===== src/flash_host_pkg.sv =====
`default_nettype none
package flash_host_pkg;
  // ************************************************************
  // bus widths and bit positions
  // ************************************************************
  localparam int unsigned ADDR_W = 20;
  localparam int unsigned DATA_W = 16;
  localparam int unsigned SECTOR_LSB = 11;
  localparam int unsigned BLOCK_LSB = 15;
  localparam int unsigned LOCK_BIT = 3;
  // ************************************************************
  // command addresses and codes
  // ************************************************************
  localparam logic [19:0] ADDR_UNLOCK1 = 20'h05555;
  localparam logic [19:0] ADDR_UNLOCK2 = 20'h02aaa;
  localparam logic [19:0] ADDR_GEN_QUERY = 20'h00055;
  localparam logic [19:0] ADDR_MAKER_ID = 20'h00000;
  localparam logic [19:0] ADDR_DEVICE_ID = 20'h00001;
  localparam logic [19:0] ADDR_LOCK_STATE = 20'h000ff;
  localparam logic [19:0] ADDR_SEC_USER_LO = 20'h00008;
  localparam logic [19:0] ADDR_SEC_USER_HI = 20'h0000f;
  localparam logic [15:0] DATA_UNLOCK1 = 16'h00aa;
  localparam logic [15:0] DATA_UNLOCK2 = 16'h0055;
  localparam logic [15:0] CMD_QUERY = 16'h0098;
  localparam logic [15:0] CMD_ID_ENTRY = 16'h0090;
  localparam logic [15:0] CMD_SEC_ENTRY = 16'h0088;
  localparam logic [15:0] CMD_EXIT = 16'h00f0;
  localparam logic [15:0] CMD_SEC_PROG = 16'h00a5;
  localparam logic [15:0] CMD_SEC_LOCK = 16'h0085;
  localparam logic [15:0] DATA_LOCK_WORD = 16'h0000;
  // ************************************************************
  // pin timing, whole cycles at 125 MHz
  // ************************************************************
  localparam int unsigned CLK_PERIOD_NS = 8;
  localparam int unsigned T_STROBE_NS = 40;
  localparam int unsigned T_READ_NS = 70;
  localparam int unsigned T_RECOVER_NS = 30;
  localparam int unsigned T_RESET_NS = 500;
  localparam int unsigned STROBE_CYC = (T_STROBE_NS + CLK_PERIOD_NS - 1) / CLK_PERIOD_NS;
  localparam int unsigned READ_CYC = (T_READ_NS + CLK_PERIOD_NS - 1) / CLK_PERIOD_NS;
  localparam int unsigned RECOVER_CYC = (T_RECOVER_NS + CLK_PERIOD_NS - 1) / CLK_PERIOD_NS;
  localparam int unsigned RESET_CYC = (T_RESET_NS + CLK_PERIOD_NS - 1) / CLK_PERIOD_NS;
  // ************************************************************
  // host operations and flash modes
  // ************************************************************
  typedef enum logic [3:0] {
    OP_READ,
    OP_WRITE,
    OP_QUERY_UNLOCKED,
    OP_QUERY_GENERAL,
    OP_ID_ENTRY,
    OP_SEC_ENTRY,
    OP_EXIT_LONG,
    OP_EXIT_SHORT,
    OP_SEC_PROGRAM,
    OP_SEC_LOCK,
    OP_RESET
  } op_t;
  typedef enum logic [2:0] {
    MODE_ARRAY,
    MODE_QUERY,
    MODE_ID,
    MODE_SEC
  } mode_t;
endpackage
`default_nettype wire


===== src/bus_cycle_if.sv =====
`timescale 1ns/1ps
`default_nettype none
interface bus_cycle_if;
  logic start;
  logic is_write;
  logic [19:0] addr;
  logic [15:0] wdata;
  logic busy;
  logic done;
  logic [15:0] rdata;
  modport master (output start, output is_write, output addr, output wdata, input busy, input done, input rdata);
  modport engine (input start, input is_write, input addr, input wdata, output busy, output done, output rdata);
endinterface
`default_nettype wire


===== src/flash_bus_cycle.sv =====
`timescale 1ns/1ps
`default_nettype none
// one strobed read or write cycle on the flash pins
module flash_bus_cycle (
  input wire logic clk_in,
  input wire logic rst_n_in,
  bus_cycle_if.engine cyc,
  output logic ce_n_out,
  output logic oe_n_out,
  output logic we_n_out,
  output logic [19:0] addr_out,
  output logic [15:0] dq_out,
  output logic dq_oe_out,
  input wire logic [15:0] dq_in
);
  typedef enum logic [1:0] {C_IDLE, C_STROBE, C_RECOVER} cyc_state_t;
  localparam int unsigned STRB_R = flash_host_pkg::READ_CYC;
  localparam int unsigned STRB_W = flash_host_pkg::STROBE_CYC;
  localparam int unsigned RECOV = flash_host_pkg::RECOVER_CYC;
  cyc_state_t state_ff;
  logic [7:0] cnt_ff;
  logic wr_ff;
  logic done_ff;
  logic [15:0] rdata_ff;
  wire strobe_end = (state_ff == C_STROBE) && (cnt_ff == 8'h00);
  wire recov_end = (state_ff == C_RECOVER) && (cnt_ff == 8'h00);
  assign cyc.busy = (state_ff != C_IDLE);
  assign cyc.done = done_ff;
  assign cyc.rdata = rdata_ff;

  always_ff @(posedge clk_in or negedge rst_n_in) begin
    if (!rst_n_in) begin
      state_ff <= C_IDLE;
      cnt_ff <= 8'h00;
      wr_ff <= 1'b0;
      done_ff <= 1'b0;
      rdata_ff <= 16'h0000;
      ce_n_out <= 1'b1;
      oe_n_out <= 1'b1;
      we_n_out <= 1'b1;
      addr_out <= 20'h00000;
      dq_out <= 16'h0000;
      dq_oe_out <= 1'b0;
    end else begin
      done_ff <= 1'b0;
      case (state_ff)
        C_IDLE: begin
          if (cyc.start) begin
            // write: ce low, we low, oe high; read: ce low, oe low, we high
            state_ff <= C_STROBE;
            wr_ff <= cyc.is_write;
            addr_out <= cyc.addr;
            dq_out <= cyc.wdata;
            dq_oe_out <= cyc.is_write;
            ce_n_out <= 1'b0;
            oe_n_out <= cyc.is_write;
            we_n_out <= !cyc.is_write;
            cnt_ff <= cyc.is_write ? 8'(STRB_W - 1) : 8'(STRB_R - 1);
          end
        end
        C_STROBE: begin
          if (strobe_end) begin
            // device latches data at we rising; dq released next phase
            state_ff <= C_RECOVER;
            if (!wr_ff) begin
              rdata_ff <= dq_in;
            end
            ce_n_out <= 1'b1;
            oe_n_out <= 1'b1;
            we_n_out <= 1'b1;
            cnt_ff <= 8'(RECOV - 1);
          end else begin
            cnt_ff <= cnt_ff - 8'h01;
          end
        end
        C_RECOVER: begin
          dq_oe_out <= 1'b0;
          if (recov_end) begin
            state_ff <= C_IDLE;
            done_ff <= 1'b1;
          end else begin
            cnt_ff <= cnt_ff - 8'h01;
          end
        end
        default: state_ff <= C_IDLE;
      endcase
    end
  end

  write_strobe_a: assert property (@(posedge clk_in) disable iff (!rst_n_in)
    !we_n_out |-> (!ce_n_out && oe_n_out && dq_oe_out)) else $error("write strobe without ce low oe high");
  read_strobe_a: assert property (@(posedge clk_in) disable iff (!rst_n_in)
    !oe_n_out |-> (!ce_n_out && we_n_out && !dq_oe_out)) else $error("read strobe with we or drive");
  data_hold_a: assert property (@(posedge clk_in) disable iff (!rst_n_in)
    $rose(we_n_out) |-> dq_oe_out) else $error("data dropped before we rise");
endmodule
`default_nettype wire


===== src/flash_id_query_modes.sv =====
`timescale 1ns/1ps
`default_nettype none
// Function
// - query entry: unlock pair then 98H written at 5555H
// - general query entry: one write of 98H at 55H
// - query mode persists until the exit command is written, the reset pin is pulsed or another mode is entered
// - user half programmed by dedicated command, completion by toggle bits only; the host polls no toggle bit and answers once the fourth write ends
// - after lock-out the user half refuses programming
// - security read entry: unlock pair then 88H at 5555H, exit leaves
// - write: ce low we low oe high; read: ce low oe low we high
module flash_id_query_modes #(
  parameter int unsigned ADDR_W = flash_host_pkg::ADDR_W,
  parameter int unsigned DATA_W = flash_host_pkg::DATA_W
) (
  input wire logic clk_in,
  input wire logic rst_n_in,
  input wire logic req_valid_in,
  input wire flash_host_pkg::op_t req_op_in,
  input wire logic [19:0] req_addr_in,
  input wire logic [15:0] req_data_in,
  output logic req_ready_out,
  output logic rsp_valid_out,
  output logic [15:0] rsp_data_out,
  output logic rsp_refused_out,
  output flash_host_pkg::mode_t mode_out,
  output logic user_locked_out,
  output logic ce_n_out,
  output logic oe_n_out,
  output logic we_n_out,
  output logic rst_pin_n_out,
  output logic wp_n_out,
  input wire logic protect_boot_in,
  output logic [19:0] addr_out,
  output logic [15:0] dq_out,
  output logic dq_oe_out,
  input wire logic [15:0] dq_in
);
  // pin logic is fixed at 20 address and 16 data bits
  if (ADDR_W != 20 || DATA_W != 16) begin : g_width_check
    $error("flash_id_query_modes serves a 20-bit address and 16-bit data only");
  end
  // ************************************************************
  // sequencer state
  // ************************************************************
  typedef enum logic [2:0] {S_IDLE, S_ISSUE, S_WAIT, S_RESET, S_DONE} seq_state_t;
  seq_state_t state_ff;
  flash_host_pkg::op_t op_ff;
  flash_host_pkg::mode_t mode_ff;
  logic [19:0] addr_ff;
  logic [15:0] data_ff;
  logic [1:0] step_ff;
  logic [1:0] last_ff;
  logic [15:0] rdata_ff;
  logic rsp_ff;
  logic refused_ff;
  logic locked_ff;
  logic [7:0] rst_cnt_ff;
  logic start_ff;
  bus_cycle_if cyc();

  // step counts: three-write unlocked forms end at step 2, single writes at step 0
  wire is_unlocked_op = (req_op_in == flash_host_pkg::OP_QUERY_UNLOCKED) ||
                        (req_op_in == flash_host_pkg::OP_ID_ENTRY) ||
                        (req_op_in == flash_host_pkg::OP_SEC_ENTRY) ||
                        (req_op_in == flash_host_pkg::OP_EXIT_LONG);
  wire is_four_op = (req_op_in == flash_host_pkg::OP_SEC_PROGRAM) ||
                    (req_op_in == flash_host_pkg::OP_SEC_LOCK);
  wire [1:0] last_step = is_four_op ? 2'd3 : (is_unlocked_op ? 2'd2 : 2'd0);
  // user half words 8..f only, and only while unlocked
  wire sec_addr_ok = (req_addr_in >= flash_host_pkg::ADDR_SEC_USER_LO) &&
                     (req_addr_in <= flash_host_pkg::ADDR_SEC_USER_HI);
  wire refuse = (req_op_in == flash_host_pkg::OP_SEC_PROGRAM) && (locked_ff || !sec_addr_ok);
  wire accept = req_valid_in && (state_ff == S_IDLE);

  logic [19:0] cur_addr;
  logic [15:0] cur_data;
  logic cur_write;
  always_comb begin
    cur_addr = flash_host_pkg::ADDR_UNLOCK1;
    cur_data = flash_host_pkg::DATA_UNLOCK1;
    cur_write = 1'b1;
    if (step_ff == 2'd1) begin
      cur_addr = flash_host_pkg::ADDR_UNLOCK2;
      cur_data = flash_host_pkg::DATA_UNLOCK2;
    end
    case (op_ff)
      flash_host_pkg::OP_READ: begin
        cur_addr = addr_ff;
        cur_write = 1'b0;
      end
      flash_host_pkg::OP_WRITE: begin
        cur_addr = addr_ff;
        cur_data = data_ff;
      end
      flash_host_pkg::OP_QUERY_GENERAL: begin
        cur_addr = flash_host_pkg::ADDR_GEN_QUERY;
        cur_data = flash_host_pkg::CMD_QUERY;
      end
      flash_host_pkg::OP_EXIT_SHORT: begin
        cur_addr = addr_ff;
        cur_data = flash_host_pkg::CMD_EXIT;
      end
      default: begin
        if (step_ff == 2'd2) begin
          cur_addr = flash_host_pkg::ADDR_UNLOCK1;
          case (op_ff)
            flash_host_pkg::OP_QUERY_UNLOCKED: cur_data = flash_host_pkg::CMD_QUERY;
            flash_host_pkg::OP_ID_ENTRY: cur_data = flash_host_pkg::CMD_ID_ENTRY;
            flash_host_pkg::OP_SEC_ENTRY: cur_data = flash_host_pkg::CMD_SEC_ENTRY;
            flash_host_pkg::OP_SEC_PROGRAM: cur_data = flash_host_pkg::CMD_SEC_PROG;
            flash_host_pkg::OP_SEC_LOCK: cur_data = flash_host_pkg::CMD_SEC_LOCK;
            default: cur_data = flash_host_pkg::CMD_EXIT;
          endcase
        end else if (step_ff == 2'd3) begin
          cur_addr = addr_ff;
          cur_data = (op_ff == flash_host_pkg::OP_SEC_LOCK) ? flash_host_pkg::DATA_LOCK_WORD : data_ff;
        end
      end
    endcase
  end

  logic [15:0] rsp_word;
  always_comb begin
    rsp_word = cyc.rdata;
    // lock state lives on bit 3 of word ff in security mode
    if (mode_ff == flash_host_pkg::MODE_SEC && addr_ff == flash_host_pkg::ADDR_LOCK_STATE) begin
      rsp_word = {12'h000, cyc.rdata[flash_host_pkg::LOCK_BIT], 3'h0};
    end
  end

  assign cyc.start = start_ff;
  assign cyc.is_write = cur_write;
  assign cyc.addr = cur_addr;
  assign cyc.wdata = cur_data;
  assign req_ready_out = (state_ff == S_IDLE);
  assign rsp_valid_out = rsp_ff;
  assign rsp_data_out = rdata_ff;
  assign rsp_refused_out = refused_ff;
  assign mode_out = mode_ff;
  assign user_locked_out = locked_ff;
  assign wp_n_out = !protect_boot_in;

  // ************************************************************
  // request sequencing
  // ************************************************************
  always_ff @(posedge clk_in or negedge rst_n_in) begin
    if (!rst_n_in) begin
      state_ff <= S_IDLE;
      op_ff <= flash_host_pkg::OP_READ;
      mode_ff <= flash_host_pkg::MODE_ARRAY;
      addr_ff <= 20'h00000;
      data_ff <= 16'h0000;
      step_ff <= 2'd0;
      last_ff <= 2'd0;
      rdata_ff <= 16'h0000;
      rsp_ff <= 1'b0;
      refused_ff <= 1'b0;
      locked_ff <= 1'b0;
      rst_cnt_ff <= 8'h00;
      start_ff <= 1'b0;
      rst_pin_n_out <= 1'b0;
    end else begin
      rsp_ff <= 1'b0;
      refused_ff <= 1'b0;
      start_ff <= 1'b0;
      case (state_ff)
        S_IDLE: begin
          rst_pin_n_out <= 1'b1;
          if (accept) begin
            op_ff <= req_op_in;
            addr_ff <= req_addr_in;
            data_ff <= req_data_in;
            step_ff <= 2'd0;
            last_ff <= last_step;
            if (refuse) begin
              // locked user half or word outside 8..f: never put the program sequence on the pins
              state_ff <= S_DONE;
              refused_ff <= 1'b1;
            end else if (req_op_in == flash_host_pkg::OP_RESET) begin
              state_ff <= S_RESET;
              rst_cnt_ff <= 8'(flash_host_pkg::RESET_CYC - 1);
              rst_pin_n_out <= 1'b0;
            end else begin
              state_ff <= S_ISSUE;
              start_ff <= 1'b1;
            end
          end
        end
        S_ISSUE: begin
          state_ff <= S_WAIT;
        end
        S_WAIT: begin
          if (cyc.done) begin
            if (step_ff == last_ff) begin
              state_ff <= S_DONE;
              rdata_ff <= rsp_word;
              rsp_ff <= 1'b1;
              case (op_ff)
                flash_host_pkg::OP_QUERY_UNLOCKED, flash_host_pkg::OP_QUERY_GENERAL:
                  mode_ff <= flash_host_pkg::MODE_QUERY;
                flash_host_pkg::OP_ID_ENTRY: mode_ff <= flash_host_pkg::MODE_ID;
                flash_host_pkg::OP_SEC_ENTRY: mode_ff <= flash_host_pkg::MODE_SEC;
                flash_host_pkg::OP_EXIT_LONG, flash_host_pkg::OP_EXIT_SHORT:
                  mode_ff <= flash_host_pkg::MODE_ARRAY;
                flash_host_pkg::OP_SEC_LOCK: locked_ff <= 1'b1;
                default: mode_ff <= mode_ff;
              endcase
            end else begin
              step_ff <= step_ff + 2'd1;
              state_ff <= S_ISSUE;
              start_ff <= 1'b1;
            end
          end
        end
        S_RESET: begin
          if (rst_cnt_ff == 8'h00) begin
            rst_pin_n_out <= 1'b1;
            mode_ff <= flash_host_pkg::MODE_ARRAY;
            state_ff <= S_DONE;
            rsp_ff <= 1'b1;
          end else begin
            rst_cnt_ff <= rst_cnt_ff - 8'h01;
          end
        end
        S_DONE: begin
          state_ff <= S_IDLE;
        end
        default: state_ff <= S_IDLE;
      endcase
    end
  end

  flash_bus_cycle u_cycle (
    .clk_in(clk_in),
    .rst_n_in(rst_n_in),
    .cyc(cyc.engine),
    .ce_n_out(ce_n_out),
    .oe_n_out(oe_n_out),
    .we_n_out(we_n_out),
    .addr_out(addr_out),
    .dq_out(dq_out),
    .dq_oe_out(dq_oe_out),
    .dq_in(dq_in)
  );

  // ************************************************************
  // checks
  // ************************************************************
  lock_refuse_a: assert property (@(posedge clk_in) disable iff (!rst_n_in)
    (accept && req_op_in == flash_host_pkg::OP_SEC_PROGRAM && locked_ff) |=> (refused_ff && state_ff == S_DONE))
    else $error("program of locked user half not refused");
  no_write_idle_a: assert property (@(posedge clk_in) disable iff (!rst_n_in)
    (state_ff == S_IDLE) |-> we_n_out) else $error("write strobe with no request");
  exit_mode_a: assert property (@(posedge clk_in) disable iff (!rst_n_in)
    (state_ff == S_WAIT && cyc.done && step_ff == last_ff && op_ff == flash_host_pkg::OP_EXIT_SHORT)
    |=> mode_ff == flash_host_pkg::MODE_ARRAY) else $error("exit did not return to array mode");
  query_hold_a: assert property (@(posedge clk_in) disable iff (!rst_n_in)
    (mode_ff == flash_host_pkg::MODE_QUERY && state_ff == S_IDLE && !accept) |=> mode_ff == flash_host_pkg::MODE_QUERY)
    else $error("query mode left without exit");
  reset_pulse_a: assert property (@(posedge clk_in) disable iff (!rst_n_in)
    (accept && req_op_in == flash_host_pkg::OP_RESET && !refuse) |=> !rst_pin_n_out [*8])
    else $error("reset pin pulse too short");
  unlock_first_a: assert property (@(posedge clk_in) disable iff (!rst_n_in)
    (start_ff && step_ff == 2'd0 && op_ff == flash_host_pkg::OP_ID_ENTRY)
    |-> (cur_addr == flash_host_pkg::ADDR_UNLOCK1 && cur_data == flash_host_pkg::DATA_UNLOCK1))
    else $error("unlock write wrong");
  cmd_query_a: assert property (@(posedge clk_in) disable iff (!rst_n_in)
    (start_ff && op_ff == flash_host_pkg::OP_QUERY_UNLOCKED && step_ff == 2'd2) |-> cur_data == flash_host_pkg::CMD_QUERY)
    else $error("query command wrong");
  protect_pin_a: assert property (@(posedge clk_in) disable iff (!rst_n_in)
    protect_boot_in |-> !wp_n_out) else $error("protect pin not driven low");
endmodule
`default_nettype wire


===== config.mk =====
export PLATFORM = sky130hd
export DESIGN_NAME = flash_id_query_modes
export DESIGN_NICKNAME = d
export VERILOG_FILES = /design/src/flash_host_pkg.sv /design/src/bus_cycle_if.sv /design/src/flash_bus_cycle.sv /design/src/flash_id_query_modes.sv
export SDC_FILE = /design/constraint.sdc
export NUM_CORES = 1
export LEC_CHECK = 0
export ABC_AREA = 1
export CORE_ASPECT_RATIO = 1.25
export CORE_MARGIN = 2
export CORE_UTILIZATION = 25
export DETAILED_ROUTE_END_ITERATION = 16
export DONT_BUFFER_PORTS = 1
export HOLD_SLACK_MARGIN = 0.08
export PLACE_DENSITY = 0.4
export RECOVER_POWER = 100
export SYNTH_ARGS = -nofsm -noshare
export SYNTH_HDL_FRONTEND = slang
export SYNTH_SLANG_ARGS = --single-unit

===== constraint.sdc =====
create_clock -name clk_in -period 1.9 [get_ports clk_in]
set_input_delay 0.57 -clock clk_in [delete_from_list [all_inputs] [get_ports clk_in]]
set_output_delay 0.57 -clock clk_in [all_outputs]
set_load 0.005 [all_outputs]

==> impl_metrics.yaml <==
status:
  outcome: "complete, but fails checks"
  violations: "negative hold slack"
detailed_routing:
  ant_nets: 0
  drc: 0
  wire_per_inst_um: 15.5
  routed_wl_um: 19600
  drtIter0Drc: 261
  routed_via_density: 4.37
  firstDrtPassIters: 4
  dr_total_vias: 5514
synthesis:
  avgSynthCellArea_um2: 7.86
  ys_warn_count: 0
  synth_ff_type: "dfrtp_1"
  netlist_top_cells_count: "nand2_1, dfrtp_1, inv_1"
  async_reset_ff_frac: 1.00
  yosysTopAreaCellShare: 0.512
  yosysSeqAreaShare: 0.523
  synth.cell_area_mm2: 0.00699
  yosysMostFrequentCell: "nand2_1"
  synth_cell_types: 38
  ys_top_cells_by_area: "dfrtp_1, nand2_1, nand3_1"
  synth_edf_count: 0
  synth_nets: 959
  synth_cells: 890
  yosys.area.top_type: "dfrtp_1"
  ys_ff_latch: 146
worst_setup_path:
  r2r_cells: 9
  r2r-end: "u_cycle.cnt_ff[7]"
  end_kind: "output port"
  slowest_stage: "dfrtp_1"
  crit_path_max_incr_delay_ns: 0.39
  startpoint_type: "flop"
  critPathMaxFanout: 4
  r2r_start: "u_cycle.cnt_ff[0]"
  cp.required_ns: 1.33
  arrival_ns: 1.20
  crit_chain: "inv_2 -> nand2_1 -> nor2_1 -> buf_2"
  r2r_slack_ns: 0.14
  path_class: "reg -> out"
global_route:
  grt_pass1_vias: 5724
  antenna_found_initial: 0
  grtUsageTotal: 0.139
  grt_max_degree: 147
  grt_pass1_wl_um: 31800
  overflow: 0
sta:
  fmax_ghz: 0.564
  period_minus_slack_ns: 1.77
  worst_slack_ns: 0.126
  finalHoldViolCount: 143
  setup_tns_ns: 0
  maxSlewViolCount: 0
  post-route-period-util: 0.934
  grt_setup_unrepaired: "false"
  finClkSkew_ns: 0.0107
  hold-worst-slack_ns: -0.146
  setup_violations: 0
floorplan:
  coreArea_mm2: 0.0276
  dieArea_mm2: 0.0293
  initial_core_util: 0.254
  io_pins: 125
  rows: 68
  die_y_um: 191
  die_w_um: 154
power:
  power_switching_mw: 2.04
  cellPowerDensity_mw_per_mm2: 978
  p_comb_frac: 0.096
  p_clk_frac: 0.456
  vdd_ir_drop_max_v: 0.000418
  switching_share: 0.258
  power_frac_seq: 0.448
  p_int_mw: 5.86
  total_leakage_power_nw: 4.05
clocking:
  tritoncts: "built"
  cts_sinks: 146
  clk_path_buf_depth: 2
  path_clk_slew_ns: 0.06
  clkLatencyLatePin_ns: 0.42
  cts_buffers: 17
  root_buffer: "clkbuf_16"
  cts_htree_levels: 4
placement:
  dp_hpwl_um: 13900
  pre_cts_slack_ns: 0.130
  port_buffers: 0
  gp_congestion: 0.769
finish:
  fillers: 3020
  fin_util: 0.293
  nNetsFinal: 969
  area_growth_pct: 15.5
  regArea_mm2: 0.00366
  multi_input_area_mm2: 0.00282
  antenna_cells: 0
  drive_above_1_share: 0.0821
hold_path:
  hold_class: "in -> async"
job:
  maxCapViolCount: 0
==> area by class of cell <==
cell class                 instances  share of cell area
clock buffer                      20              0.0553
clock inverter                    12              0.0223
inverter                         100              0.0465
multi-input combinational        614               0.349
sequential                       146               0.453
tap                              350              0.0542
timing repair buffer              21              0.0195
==> metrics by stage <==
| stage | instances | cell area [um^2] | hold WS, ns | power, mW |
|---|---|---|---|---|
| after CTS | 1261 | 8070 | -0.179 | 8.05 |
| final | 1263 | 8070 | -0.146 | 7.89 |
| after global placement | 1229 | 7440 | 0.285 | 4.37 |
| after detailed placement | 1229 | 7440 | 0.286 | 4.36 |
| after global routing | 1263 | 8070 | -0.179 | 8.31 |
| after floorplan | 890 | 6990 | 0.274 | 4.14 |
==> sequential cells by signal (all words and copies together), names as in the netlist, 2 cells and up <==
register and flops:
rsp_data_out 16, u_cycle.cyc.rdata 16, u_cycle.cnt_ff 8, addr_ff 20, rst_cnt_ff 8, u_cycle.addr_out 20
u_cycle.state_ff 2, mode_out 2, step_ff 2, last_ff 2, op_ff 4, state_ff 3
data_ff 16, u_cycle.dq_out 16
==> power groups by stage <==
stage | logic, mW | registers (mW) | clock network [mW]
floorplan | 0.604 | 3.54 | 0
global placement | 0.759 | 3.61 | 0
detailed placement | 0.758 | 3.61 | 0
CTS | 0.764 | 3.55 | 3.73
global route | 0.894 | 3.57 | 3.85
finish | 0.759 | 3.54 | 3.60
==> layout by cell type (no fill, tap or decap), types with 6 or more instances in the layout <==
cell / instances
nand2_1: 295
dfrtp_1: 143
inv_1: 93
nor2_1: 81
nand3_1: 72
o21ai_0: 66
a21oi_1: 26
clkbuf_16: 17
buf_4: 13
nand4_1: 10
ha_1: 9
inv_2: 7
o31ai_1: 6
==> how the worst max path moves through the flow <==
stage | from | to | slack (ns) | cells past startpoint
after CTS | state_ff[0] | req_ready_out | 0.01 | 4
final | state_ff[0] | req_ready_out | 0.13 | 4
after detailed placement | u_cycle.cnt_ff[0] | u_cycle.oe_n_out | 0.13 | 8
after global placement | u_cycle.cnt_ff[0] | u_cycle.oe_n_out | 0.11 | 8
after floorplan | u_cycle.state_ff[0] | u_cycle.cnt_ff[4] | 0.36 | 8
after global routing | op_ff[2] | u_cycle.dq_out[15] | 0.0004 | 8
==> logic make-up after synthesis <==
group                    synth area share
AND/OR/NAND/NOR                     0.289
flip-flops                          0.523
buffers and inverters              0.0750
AO/OA/AOI/OAI                      0.0902
adder cells (fa/ha/maj)            0.0161
XOR/XNOR                          0.00626
other                            0.000536
==> worst max-delay path, delay by kind of cell, from the launching register on <==
kind | cells | cell delay, ns
buf+inv | 2 | 0.24
flops | 1 | 0.39
simple gates | 2 | 0.15
==> per-layer routing <==
metal | routed length [um] | vias up | part of all wire | track usage
li1 | - | 2835 | - | -
met1 | 8800 | 2549 | 0.45 | 0.173
met2 | 9220 | 112 | 0.47 | 0.220
met3 | 1300 | 18 | 0.066 | 0.0521
met4 | 280 | 0 | 0.014 | 0.0490
met5 | 0 | - | 0 | 0
==> repair_timing <==
| action | in CTS | in global routing |
|---|---|---|
| endpoints found under the hold margin | 146 | 146 |
| gates resized for setup | 0 | 4 |
| setup buffers | 0 | 2 |
| endpoints found under the setup margin | 0 | 12 |
(Power assumes the default switching activity.)
